--- src/logic/ident_dc_pkg.sv ---
/*
  Constants for the stereo identification and carrier DC readout block:
  word addresses, identification codes, reset values and sample-rate time constants.
  Assumes the audio samples arrive at one fixed sample rate, strobed by valid pulses.
*/
// What this block does
// - Ident mode is low byte of word 0x15; 0x00 German, 0x01 Korean, reset 0x00.
// - Writing 0x3F to the ident mode clears the identification filter.
// - Standard selection loads ident mode; auto sound select keeps updating it.
// - Every readable register is a full 16-bit word on each transfer.
// - Words 0x15 and 0x18 decode only one byte; the other byte reads as zero.
// - Read-only registers ignore host writes.
// - Stereo detection level is signed high byte of word 0x18.
// - Carrier one DC level at word 0x1B, carrier two at 0x1C.
// - DC levels are signed 16-bit values from 0x8000 to 0x7FFF.
// - DC level positive when oscillator is below carrier, negative otherwise.
// - DC level smoothing time constant is roughly 28 ms; the filter uses 2048 samples, about 43 ms.
// - DC component is removed from audio yet kept in the DC registers.
// - Terrestrial manual mode: select 0 is FM/AM, select 1 is stereo/AB.
// - Satellite: select 3 gives stereo or carrier one, select 4 stereo or two.
// - Digital sound missing: stereo/AB silent, or analog mono with FM fallback.
// - Digital standards force FM matrix to sound-A mono; host writes nothing else.
// - Main, aux and line two share polarity; line one is inverted.

`default_nettype none

package ident_dc_pkg;

  // ----------------------------------------
  // Word addresses
  // ----------------------------------------
  localparam logic [15:0] ADDR_IDENT_MODE = 16'h0015;
  localparam logic [15:0] ADDR_STEREO_DETECT = 16'h0018;
  localparam logic [15:0] ADDR_DC_ONE = 16'h001B;
  localparam logic [15:0] ADDR_DC_TWO = 16'h001C;

  // ----------------------------------------
  // Identification mode codes
  // ----------------------------------------
  localparam logic [7:0] IDENT_GERMAN = 8'h00;
  localparam logic [7:0] IDENT_KOREAN = 8'h01;
  localparam logic [7:0] IDENT_FILTER_CLEAR = 8'h3F;
  localparam logic [7:0] IDENT_MODE_RESET = 8'h00;

  // ----------------------------------------
  // Channel select codes
  // ----------------------------------------
  localparam logic [2:0] SEL_FMAM = 3'h0;
  localparam logic [2:0] SEL_STEREO_AB = 3'h1;
  localparam logic [2:0] SEL_STEREO_OR_ONE = 3'h3;
  localparam logic [2:0] SEL_STEREO_OR_TWO = 3'h4;

  // ----------------------------------------
  // Timing, in audio samples
  // ----------------------------------------
  localparam int CLK_HZ = 25000000;
  localparam int SAMPLE_HZ = 48000;
  localparam int DC_TAU_MS = 28;
  localparam int DC_TAU_SAMPLES = DC_TAU_MS * SAMPLE_HZ / 1000;
  // Next power of two up keeps the filter a shift, not a multiply
  localparam int DC_SHIFT = $clog2(DC_TAU_SAMPLES);
  localparam int IDENT_TAU_MS = 100;
  localparam int IDENT_TAU_SAMPLES = IDENT_TAU_MS * SAMPLE_HZ / 1000;
  localparam int IDENT_SHIFT = $clog2(IDENT_TAU_SAMPLES);

  localparam logic [15:0] WORD_ZERO = 16'h0000;
  localparam logic [15:0] AUDIO_MAX = 16'h7FFF;
  localparam logic [15:0] AUDIO_MIN = 16'h8000;

endpackage

`default_nettype wire

--- src/logic/dc_track_if.sv ---
/*
  Carrier between the register block and one DC tracker: the carrier sample in,
  its DC level and DC-free audio out. Assumes both ends run on clk_sys.
*/
`default_nettype none

interface dc_track_if;
  logic sample_valid;
  logic [15:0] sample;
  logic [15:0] dc_level;
  logic [15:0] audio;

  modport tracker (input sample_valid, input sample, output dc_level, output audio);
  modport owner (output sample_valid, output sample, input dc_level, input audio);
endinterface

`default_nettype wire

--- src/logic/dc_tracker.sv ---
/*
  One-pole DC estimator for one FM carrier, plus removal of that DC from the audio.
  Assumes samples arrive on sample_valid pulses on clk_sys, already signed as the
  demodulator gives them: positive when the carrier is above the oscillator.
*/
`default_nettype none

module dc_tracker (
  input wire logic clk_sys,            // System clock
  input wire logic rst_b,              // Asynchronous reset, active low
  input wire logic ce,                 // Clock enable
  dc_track_if.tracker trk              // Sample in, level and audio out
);

  localparam int AW = 16 + ident_dc_pkg::DC_SHIFT + 1;

  logic signed [AW-1:0] acc_ff;
  logic signed [15:0] dc_ff;
  logic [15:0] audio_ff;
  logic signed [AW-1:0] nxt_acc;
  logic signed [16:0] nxt_diff;

  // ----------------------------------------
  // Leaky integrator
  // ----------------------------------------
  // acc holds dc scaled by 2^shift, so dc always stays within the 16-bit range
  always_comb begin
    nxt_acc = acc_ff + AW'($signed(trk.sample)) - (acc_ff >>> ident_dc_pkg::DC_SHIFT);
    nxt_diff = 17'($signed(trk.sample)) - 17'(dc_ff);
  end

  always_ff @(posedge clk_sys or negedge rst_b) begin
    if (!rst_b) begin
      acc_ff <= '0;
      dc_ff <= '0;
    end else if (ce && trk.sample_valid) begin
      acc_ff <= nxt_acc;
      dc_ff <= 16'(nxt_acc >>> ident_dc_pkg::DC_SHIFT);
    end
  end

  // ----------------------------------------
  // DC-free audio, saturated to 16 bits
  // ----------------------------------------
  always_ff @(posedge clk_sys or negedge rst_b) begin
    if (!rst_b) begin
      audio_ff <= ident_dc_pkg::WORD_ZERO;
    end else if (ce && trk.sample_valid) begin
      if (nxt_diff[16] != nxt_diff[15]) begin
        audio_ff <= nxt_diff[16] ? ident_dc_pkg::AUDIO_MIN : ident_dc_pkg::AUDIO_MAX;
      end else begin
        audio_ff <= nxt_diff[15:0];
      end
    end
  end

  assign trk.dc_level = dc_ff;
  assign trk.audio = audio_ff;

endmodule

`default_nettype wire

--- src/logic/stereo_ident_dc_regs.sv ---
/*
  Stereo identification mode register, identification filter, carrier DC readouts,
  source channel routing and output polarity for the demodulator readout section.
  Assumes the serial host interface delivers whole 16-bit word accesses on clk_sys,
  and that all audio and ident samples come from logic on the same clock.
*/
`default_nettype none

module stereo_ident_dc_regs (
  input wire logic clk_sys,                    // System clock, 25 MHz
  input wire logic rst_b,                      // Asynchronous reset, active low
  input wire logic ce,                         // Clock enable, freezes all state when low
  // Word access from the serial host interface
  input wire logic [15:0] reg_addr,            // Word address
  input wire logic [15:0] reg_wdata,           // Write word
  input wire logic reg_wr,                     // Write strobe, one cycle
  input wire logic reg_rd,                     // Read strobe, one cycle
  output logic [15:0] reg_rdata,               // Read word
  output logic reg_rvalid,                     // Read word valid, one cycle
  // Standard selection and automatic sound select
  input wire logic std_load,                   // Standard selected, one cycle
  input wire logic [7:0] std_ident_code,       // Ident mode for selected standard
  input wire logic auto_sound_select,          // Automatic sound select enabled
  input wire logic [7:0] auto_ident_code,      // Ident mode chosen by automatic select
  // Identification pilot measurement
  input wire logic ident_valid,                // Ident sample strobe
  input wire logic [7:0] ident_sample,         // Signed pilot level for current mode
  output logic ident_korean,                   // Korean pilot detection selected
  output logic ident_active,                   // Identification running
  // FM carriers
  input wire logic [1:0] fm_valid,             // Sample strobes, carrier one in bit 0
  input wire logic [1:0][15:0] fm_sample,      // Signed demodulated carriers
  output logic [1:0][15:0] carrier_audio,      // DC-free carrier audio
  // Source routing
  input wire logic [2:0] chan_select,          // Demodulator source select
  input wire logic sat_std,                    // Satellite FM standard selected
  input wire logic stereo_mode,                // Broadcast carries stereo
  input wire logic digital_std,                // Digital-sound standard selected
  input wire logic digital_ok,                 // Digital sound present and clean
  input wire logic digital_sound_fm_fallback,  // FM fallback enabled
  input wire logic [1:0][15:0] fmam_in,        // FM/AM path, left in 0
  input wire logic [1:0][15:0] stereo_ab_in,   // Stereo or A/B path, left in 0
  input wire logic [15:0] analog_mono,         // Analog mono
  output logic fm_matrix_sound_a,              // FM matrix forced to sound-A mono
  output logic [1:0][15:0] main_out,           // Main output, left in 0
  output logic [1:0][15:0] aux_out,            // Aux output, left in 0
  output logic [1:0][15:0] line_output_one,    // Line output one, inverted
  output logic [1:0][15:0] line_output_two     // Line output two
);

  logic [7:0] ident_mode_ff;
  logic signed [15:0] ident_acc_ff;
  logic [15:0] rdata_ff;
  logic rvalid_ff;
  logic korean_ff;
  logic active_ff;
  logic matrix_ff;
  logic [1:0][15:0] routed;
  logic [1:0][15:0] main_ff;
  logic [1:0][15:0] aux_ff;
  logic [1:0][15:0] line_one_ff;
  logic [1:0][15:0] line_two_ff;
  logic [1:0][15:0] dc_level;
  logic host_ident_wr;
  logic filter_clear;
  logic mode_known;
  logic signed [15:0] nxt_ident_acc;
  logic signed [16:0] ident_diff;

  // ----------------------------------------
  // Identification mode register
  // ----------------------------------------
  // Only the low byte belongs here; the high byte is a separate item
  assign host_ident_wr = reg_wr && (reg_addr == ident_dc_pkg::ADDR_IDENT_MODE);

  // Host write wins over the hardware update in the same cycle, so the filter
  // reset sequence is never lost to an automatic refresh.
  always_ff @(posedge clk_sys or negedge rst_b) begin
    if (!rst_b) begin
      ident_mode_ff <= ident_dc_pkg::IDENT_MODE_RESET;
    end else if (ce) begin
      if (host_ident_wr) begin
        ident_mode_ff <= reg_wdata[7:0];
      end else if (std_load) begin
        ident_mode_ff <= std_ident_code;
      end else if (auto_sound_select) begin
        ident_mode_ff <= auto_ident_code;
      end
    end
  end

  assign mode_known = (ident_mode_ff == ident_dc_pkg::IDENT_GERMAN) ||
                      (ident_mode_ff == ident_dc_pkg::IDENT_KOREAN);
  assign filter_clear = (ident_mode_ff == ident_dc_pkg::IDENT_FILTER_CLEAR);

  always_ff @(posedge clk_sys or negedge rst_b) begin
    if (!rst_b) begin
      korean_ff <= 1'b0;
      active_ff <= 1'b0;
    end else if (ce) begin
      korean_ff <= (ident_mode_ff == ident_dc_pkg::IDENT_KOREAN);
      active_ff <= mode_known;
    end
  end

  // ----------------------------------------
  // Identification filter
  // ----------------------------------------
  // Settles in a few hundred ms; a clear skips the slow decay after a program change
  // Step kept at 17 bits, so a full-swing change cannot wrap
  always_comb begin
    ident_diff = 17'($signed({ident_sample, 8'h00})) - 17'(ident_acc_ff);
    nxt_ident_acc = ident_acc_ff + 16'(ident_diff >>> ident_dc_pkg::IDENT_SHIFT);
  end

  always_ff @(posedge clk_sys or negedge rst_b) begin
    if (!rst_b) begin
      ident_acc_ff <= '0;
    end else if (ce) begin
      if (filter_clear || !mode_known) begin
        ident_acc_ff <= '0;
      end else if (ident_valid) begin
        ident_acc_ff <= nxt_ident_acc;
      end
    end
  end

  // ----------------------------------------
  // Carrier DC trackers
  // ----------------------------------------
  genvar gi;
  generate
    for (gi = 0; gi < 2; gi++) begin : g_carrier
      dc_track_if trk ();
      assign trk.sample_valid = fm_valid[gi];
      assign trk.sample = fm_sample[gi];
      assign dc_level[gi] = trk.dc_level;
      assign carrier_audio[gi] = trk.audio;

      dc_tracker u_dc (
        .clk_sys(clk_sys),
        .rst_b(rst_b),
        .ce(ce),
        .trk(trk)
      );
    end
  endgenerate

  // ----------------------------------------
  // Register reads
  // ----------------------------------------
  // Writes to the read-only words decode to nothing, so they leave them untouched
  always_ff @(posedge clk_sys or negedge rst_b) begin
    if (!rst_b) begin
      rdata_ff <= ident_dc_pkg::WORD_ZERO;
      rvalid_ff <= 1'b0;
    end else if (ce) begin
      rvalid_ff <= reg_rd;
      if (reg_rd) begin
        case (reg_addr)
          ident_dc_pkg::ADDR_IDENT_MODE: rdata_ff <= {8'h00, ident_mode_ff};
          ident_dc_pkg::ADDR_STEREO_DETECT: rdata_ff <= {ident_acc_ff[15:8], 8'h00};
          ident_dc_pkg::ADDR_DC_ONE: rdata_ff <= dc_level[0];
          ident_dc_pkg::ADDR_DC_TWO: rdata_ff <= dc_level[1];
          default: rdata_ff <= ident_dc_pkg::WORD_ZERO;
        endcase
      end
    end
  end

  assign reg_rdata = rdata_ff;
  assign reg_rvalid = rvalid_ff;

  // ----------------------------------------
  // Source routing
  // ----------------------------------------
  always_comb begin
    routed = '0;
    case (chan_select)
      ident_dc_pkg::SEL_FMAM: begin
        routed = fmam_in;
      end
      ident_dc_pkg::SEL_STEREO_AB: begin
        if (digital_std && !digital_ok) begin
          // Missing digital sound: silence unless FM fallback supplies analog mono
          routed = digital_sound_fm_fallback ? {analog_mono, analog_mono} : '0;
        end else begin
          routed = stereo_ab_in;
        end
      end
      ident_dc_pkg::SEL_STEREO_OR_ONE: begin
        if (sat_std) begin
          routed = stereo_mode ? stereo_ab_in : {carrier_audio[0], carrier_audio[0]};
        end
      end
      ident_dc_pkg::SEL_STEREO_OR_TWO: begin
        if (sat_std) begin
          routed = stereo_mode ? stereo_ab_in : {carrier_audio[1], carrier_audio[1]};
        end
      end
      default: begin
        routed = '0;
      end
    endcase
  end

  // ----------------------------------------
  // Output polarity
  // ----------------------------------------
  // Negating full scale would wrap, so line one saturates at the top instead
  function automatic logic [15:0] neg_sat(input logic [15:0] v);
    logic [15:0] r;
    r = (v == ident_dc_pkg::AUDIO_MIN) ? ident_dc_pkg::AUDIO_MAX : 16'(-v);
    return r;
  endfunction

  always_ff @(posedge clk_sys or negedge rst_b) begin
    if (!rst_b) begin
      main_ff <= '0;
      aux_ff <= '0;
      line_one_ff <= '0;
      line_two_ff <= '0;
    end else if (ce) begin
      main_ff <= routed;
      aux_ff <= routed;
      line_two_ff <= routed;
      line_one_ff <= {neg_sat(routed[1]), neg_sat(routed[0])};
    end
  end

  assign main_out = main_ff;
  assign aux_out = aux_ff;
  assign line_output_one = line_one_ff;
  assign line_output_two = line_two_ff;

  // ----------------------------------------
  // FM matrix override
  // ----------------------------------------
  always_ff @(posedge clk_sys or negedge rst_b) begin
    if (!rst_b) begin
      matrix_ff <= 1'b0;
    end else if (ce) begin
      matrix_ff <= digital_std;
    end
  end

  assign fm_matrix_sound_a = matrix_ff;
  assign ident_korean = korean_ff;
  assign ident_active = active_ff;

endmodule

`default_nettype wire

--- config.mk ---
export PLATFORM = sky130hd
export DESIGN_NAME = stereo_ident_dc_regs
export DESIGN_NICKNAME = d
export VERILOG_FILES = /design/src/logic/ident_dc_pkg.sv /design/src/logic/dc_track_if.sv /design/src/logic/dc_tracker.sv /design/src/logic/stereo_ident_dc_regs.sv
export SDC_FILE = /design/constraint.sdc
export NUM_CORES = 1
export LEC_CHECK = 0
export BUFFER_PORTS_ARGS = -buffer_cell sky130_fd_sc_hd__buf_2
export CORE_AREA = 8 8 269 271
export DETAILED_ROUTE_END_ITERATION = 10
export DIE_AREA = 0 0 277 279
export PLACE_DENSITY = 0.39
export SLEW_MARGIN = 20
export SYNTH_ARGS = -nofsm -noshare
export SYNTH_HDL_FRONTEND = slang
export SYNTH_SLANG_ARGS = --single-unit
--- constraint.sdc ---
create_clock -name clk_sys -period 9.6 [get_ports clk_sys]
set_clock_uncertainty 0.1 [all_clocks]
set_input_delay 0.48 -clock clk_sys [delete_from_list [all_inputs] [get_ports clk_sys]]
set_output_delay 0.48 -clock clk_sys [all_outputs]
set_load 0.01 [all_outputs]
==> Word-level counts from Yosys, hierarchy flattened <==
Index checks and enable logic that the tools add are counted.
{ "word_totals": {"regBits": 228, "inputBits": 186, "output_inout_bits": 180} }
{ "classes": {"n_addsub": 10, "eq_ne": 13, "mux": 19, "reduce_logical": 15} }
{ "ops": {"columns": ["cell", "count"], "rows": [
  ["32-bit two-way mux", 6],
  ["16-bit two-way mux", 8],
  ["32-bit case mux with 4 select lines", 1],
  ["16-bit by 5-bit equality test with 1-bit output, second input constant", 4],
  ["16-bit case mux with 4 select lines", 1],
  ["28-bit by 16-bit adder with 28-bit output", 2],
  ["28-bit by 17-bit subtractor with 28-bit output", 2],
  ["16-bit by 16-bit subtractor with 17-bit output", 3],
  ["16-bit equality test, second input constant", 2],
  ["16-bit negator", 2],
  ["8-bit two-way mux", 3],
  ["16-bit by 4-bit adder with 16-bit output", 1],
  ["8-bit by 1-bit equality test with 1-bit output, second input constant", 1],
  ["8-bit by 6-bit equality test with 1-bit output, second input constant", 1],
  ["8-bit zero test", 1],
  ["2-bit AND reduction", 3],
  ["1-bit logical AND", 4],
  ["3-bit by 1-bit equality test with 1-bit output, second input constant", 1],
  ["3-bit by 2-bit equality test with 1-bit output, second input constant", 1],
  ["3-bit equality test, second input constant", 1],
  ["3-bit zero test", 1],
  ["3-bit nonzero test", 1],
  ["1-bit zero test", 2],
  ["1-bit logical OR", 2],
  ["other kinds (2)", 3]
]} }

==> Longest topological paths before layout <==
{ "logic_depth": {"depth_word": 6, "depth_mapped": 20} }

==> By module <==
Synthesis repeated with hierarchy kept, for this count alone.
{ "hier_totals": {"hier_cells": 2031, "hier_area_um2": 17584.4} }
{ "modules_own_cells": {"columns": ["mod", "n_inst", "cells_per_inst", "area_each_um2", "seq_area_each_um2"], "rows": [
  ["stereo_ident_dc_regs", 1, 872, 8147.8, 2702.6],
  ["dc_tracker at g_carrier[1].u_dc", 1, 598, 4788.3, 1101.1],
  ["dc_tracker at g_carrier[0].u_dc", 1, 561, 4648.2, 1101.1]
]} }

==> Worst setup path before layout <==
No wires, ideal clock.
{ "synth_timing": {"path_kind": "input -> register", "from": "input port ident_sample[2]", "to": "register ident_acc_ff[14]", "arrival_ns": 4.512, "path_slack_ns": 4.893, "cell_stages": 19, "path_buffers": 0, "cell_sequence": "ha_1 -> or4b_1 -> nor4_1 -> a2111oi_0 -> o21bai_1 -> a21oi_1 -> o21bai_1 -> o21ai_1 -> ha_1 -> a21oi_1 -> o21ai_0 -> a31oi_1 -> nor2b_1 -> o21a_1 -> o41a_1 -> a31oi_1 -> o211ai_1 -> xnor2_1 -> o31ai_1"} }
{ "synth_via": {"elab_chain_len": 4} }
{ "synth_lines": {"columns": ["item", "line", "text"], "rows": [
  ["start, declared", "stereo_ident_dc_regs.sv:27", "input wire logic [7:0] ident_sample,"],
  ["16-bit by 16-bit subtractor with 17-bit output", "stereo_ident_dc_regs.sv:112", "ident_diff = 17'($signed({ident_sample, 8'h00})) - 17'(ident_acc_ff);"],
  ["16-bit by 4-bit adder with 16-bit output", "stereo_ident_dc_regs.sv:113", "nxt_ident_acc = ident_acc_ff + 16'(ident_diff >>> ident_dc_pkg::IDENT_SHIFT);"],
  ["16-bit two-way mux", "stereo_ident_dc_regs.sv:122", "end else if (ident_valid) begin"],
  ["16-bit two-way mux", "stereo_ident_dc_regs.sv:120", "if (filter_clear || !mode_known) begin"],
  ["end signal, assigned", "stereo_ident_dc_regs.sv:123", "ident_acc_ff <= nxt_ident_acc;"],
  ["end, declared", "stereo_ident_dc_regs.sv:52", "logic signed [15:0] ident_acc_ff;"]
]} }
Every way passes these cells. The select of a mux whose other input is x is not followed.
A chain may end at the register's enable or synchronous reset.

==> Worst setup path in the final report <==
{ "layout_timing": {"from": "register ident_acc_ff[10]", "to": "register ident_acc_ff[14]"} }
{ "layout_via": {"elab_chain_len": 4} }
{ "layout_lines": {"columns": ["item", "line"], "rows": [
  ["16-bit by 16-bit subtractor with 17-bit output", "stereo_ident_dc_regs.sv:112"],
  ["16-bit by 4-bit adder with 16-bit output *", "stereo_ident_dc_regs.sv:113"],
  ["16-bit two-way mux *", "stereo_ident_dc_regs.sv:122"],
  ["16-bit two-way mux *", "stereo_ident_dc_regs.sv:120"]
]} }
Every way passes the cells marked *; elsewhere a longest branch is shown, timed or not. The select of a mux whose other input is x is not followed.

==> metrics.md <==
| Metric | Value |
|---|---|
| Syn Nets | `2,345` |
| Final Hold Fails | `0` |
| Outcome | `complete, no violations` |
| Top cells by area, synth | `dfrtp_1, ha_1, fa_1` |
| I/O pin total | `366` |
| Yosys warnings | `0` |
| Layout cell share with drive strength beyond 1 | `20.54%` |
| Clock buffer depth | `2` |
| Nets@finish | `2,606` |
| Internal power | `3431 uW` |
| Reg power frac | `21.1%` |
| Tmin final | `5.034 ns` |
| Initial Util | `24.86%` |
| Synth Cell Area | `0.01690 mm2` |
| Sw frac | `49.80%` |
| Reg2reg setup slack | `4.57 ns` |
| Worst min path class | `in2reg` |
| Routed Antenna Nets | `0` |
| Grt ovf | `0` |
| Worst EP arrival | `5.33 ns` |
| Num rows | `96` |
| Slew Viols, Final | `0` |
| Pre-CTS setup slack | `4.529 ns` |
| Final worst setup slack | `4.566 ns` |
| Area of the die | `0.07728 mm2` |
| WL final | `67,040 um` |
| Crit share post-route | `52.43%` |
| Die width | `277 um` |
| Gr usage total | `17.22%` |
| Clk pin slew, worst setup/hold paths | `0.08 ns` |
| CTS tree | `yes` |
| Slew @ Worst Pin | `1.181 ns` |
| CP Max Fanout | `15` |
| VDD IR max | `0.1321 mV` |
| Pin count of the biggest net entering global routing | `84` |
| PortBufs | `357` |
| Post-synth cell types | `80` |
| Post-route insts no fill | `3,141` |
| Via density | `4.838` |
| Vert. Die Dim | `279 um` |
| Logic pwr share | `67.4%` |
| Max_cap viols | `0` |
| Fill cells | `7,351` |
| Drt first pass iters | `8` |
| Clk_lat worst skew | `0.50 ns` |
| Sequential share of the synthesized area | `29.02%` |
| Core footprint | `0.06799 mm2` |
| Net Sw Power | `3405 uW` |
| H-Tree Level Count | `4` |
| Post-synth ARST share | `100.0%` |
| Syn Area/Cell | `8.513 um2` |
| First-pass GRT wire length | `101,900 um` |
| Clk pwr share | `11.6%` |
| Endpoint type of the worst setup path | `register` |
| Initial antenna violation count | `3` |
| Top_reg_cell synth | `dfrtp_1` |
| Post-cts sizing count | `0` |
| Area delta synth->final | `17.01%` |
| Vias in the first global route | `15.50k` |
| Slew HR | `20.16%` |
| PwrDens | `345.7 mW/mm2` |
| Worst Setup Start Kind | `register` |
| Vias | `15.20k` |
| Fmax | `198.7 MHz` |
| Clock Sinks | `196` |
| DP HPWL | `55,050 um` |
| Antenna diode count | `0` |
| Avg WL per Cell | `21.34 um` |
| Count leader, synth | `inv_1` |
| Total CTS buffers | `17` |
| Most frequent cells after synthesis | `inv_1, nand2_1, dfrtp_1, o21ai_0, a21oi_1` |
| DRT iter0 DRCs | `982` |
| Top-area cell type share of the netlist area | `29.02%` |
| Number of flops mapped to enable cells by yosys | `0` |
| WS Path Type | `reg2reg` |
| Leakage | `0.009604 uW` |
| Routability Congestion | `0.8691` |
| Root Buffer | `clkbuf_16` |
| Unrepaired setup endpoints after global routing | `no` |
| Final setup violation count | `0` |
| Syn Inst Count | `1,985` |
| Dominant cell type by area after synthesis | `dfrtp_1` |
| Drt drc | `0` |
| #FFs+latches synth | `196` |
| DP Cell Count | `3,108` |
| Fin Setup TNS | `0 ns` |
| Required @ worst endpoint | `9.90 ns` |
-- cell usage in the layout (no fill, tap or decap), types with 11 or more instances in the layout --
cell type	instances
nor2b_1	36
fa_1	57
xnor2_1	67
o21ai_0	168
buf_2	355
o22ai_1	29
xor2_1	45
ha_1	117
inv_1	239
a21o_1	32
o21a_1	11
a222oi_1	21
a31oi_1	21
and3_1	11
a221oi_1	13
a21oi_1	142
o21bai_1	12
nand2_1	201
nand2b_1	18
mux2i_1	29
o22a_1	15
buf_4	21
maj3_1	11
a211oi_1	19
nor3_1	23
mux2_2	24
nand3_1	23
clkbuf_16	17
and2_1	12
nor2_1	112
a22o_1	19
dfrtp_1	196
o31ai_1	15
-- power by group through the flow --
| stage | sequential [uW] | clock [uW] | combinational, uW |
|---|---|---|---|
| floorplan | 1320 | 0 | 3450 |
| global placement | 1470 | 0 | 4570 |
| detailed placement | 1480 | 0 | 4600 |
| CTS | 1460 | 833 | 4640 |
| global route | 1480 | 853 | 5280 |
| finish | 1440 | 790 | 4610 |
-- sequential cells by signal, summed over array words and instances, names as in the netlist --
register,count
g_carrier.u_dc.acc_ff,41
g_carrier.u_dc.trk.audio,32
line_output_one,32
line_output_two,32
ident_acc_ff,16
reg_rdata,16
g_carrier.u_dc.trk.dc_level,15
ident_mode_ff,8
fm_matrix_sound_a,1
ident_active,1
ident_korean,1
reg_rvalid,1
-- layout make-up --
type	count	area [um2]	share of cell area, %
timing repair buffer	378	1959	9.909
tap	882	1104	5.581
inverter	239	897.1	4.537
multi-input combinational	1414	10300	52.08
sequential	196	4905	24.80
clock buffer	18	429.2	2.170
clock inverter	14	182.7	0.9238
-- path summary, 6_finish.rpt --
| check | depth (start not counted) | endpoint | startpoint |
|---|---|---|---|
| max reg2reg | 21 | ident_acc_ff[14]$_DFFE_PN0P_ | ident_acc_ff[10]$_DFFE_PN0P_ |
| max | 21 | ident_acc_ff[14]$_DFFE_PN0P_ | ident_acc_ff[10]$_DFFE_PN0P_ |
| min in group asynchronous | 2 | reg_rdata[6]$_DFFE_PN0P_ | rst_b |
| min reg2reg | 2 | g_carrier[1].u_dc.acc_ff[3]$_DFFE_PN0P_ | g_carrier[1].u_dc.acc_ff[3]$_DFFE_PN0P_ |
| max in group asynchronous | 3 | ident_korean$_DFFE_PN0P_ | rst_b |
| min | 3 | ident_mode_ff[2]$_DFFE_PN0P_ | reg_wdata[2] |
-- critical path, cell delays in order, from the launching register on --
cell and delay, ns:
dfrtp_1 0.46, inv_1 0.10, ha_1 0.29, or4b_1 0.42, nor4_1 0.16, a2111oi_0 0.14
o21bai_1 0.23, a21oi_1 0.13, o21bai_1 0.23, o21ai_1 0.09, buf_4 0.20, ha_1 0.34
a21oi_1 0.14, o21ai_0 0.16, a31oi_1 0.30, nor2b_1 0.08, o21a_1 0.18, o41a_1 0.35
a31oi_1 0.30, o211ai_1 0.17, xnor2_1 0.14, o31ai_1 0.21
-- logic make-up after synthesis --
kind of cell	count (synthesis)	share of synthesized area, %
xor+xnor	113	5.901
flops	196	29.02
mux	58	3.739
compound gates	570	21.55
buf+inv	375	10.20
fa+ha+maj	185	16.07
simple gates	488	13.51
-- per-stage QoR --
| stage | total power, uW | utilization (%) | hold WS [ns] | area [um2] |
|---|---|---|---|---|
| floorplan | 4768 | - | 0.08441 | 16900 |
| global placement | 6039 | 28.17 | 0.3651 | 19150 |
| detailed placement | 6079 | 28.17 | 0.3723 | 19150 |
| CTS | 6931 | 29.09 | 0.1411 | 19770 |
| global route | 7611 | 29.09 | 0.1782 | 19770 |
| finish | 6836 | 29.09 | 0.1967 | 19770 |
-- timing repair --
item                                   4_1_cts  5_1_grt
endpoints found under the hold margin       79        0
setup buffers                                0        0
hold buffers                                 1        0
-- layer usage --
layer  vias to the layer above  GRT usage, %  wire, um
met4                         2         3.830      1051
met1                      7329         21.85     29730
li1                       7347             -         -
met2                       468         29.79     32630
met5                         -             0        12
met3                        51         3.773      3622
Note: power is estimated with default switching activity, not from simulation.
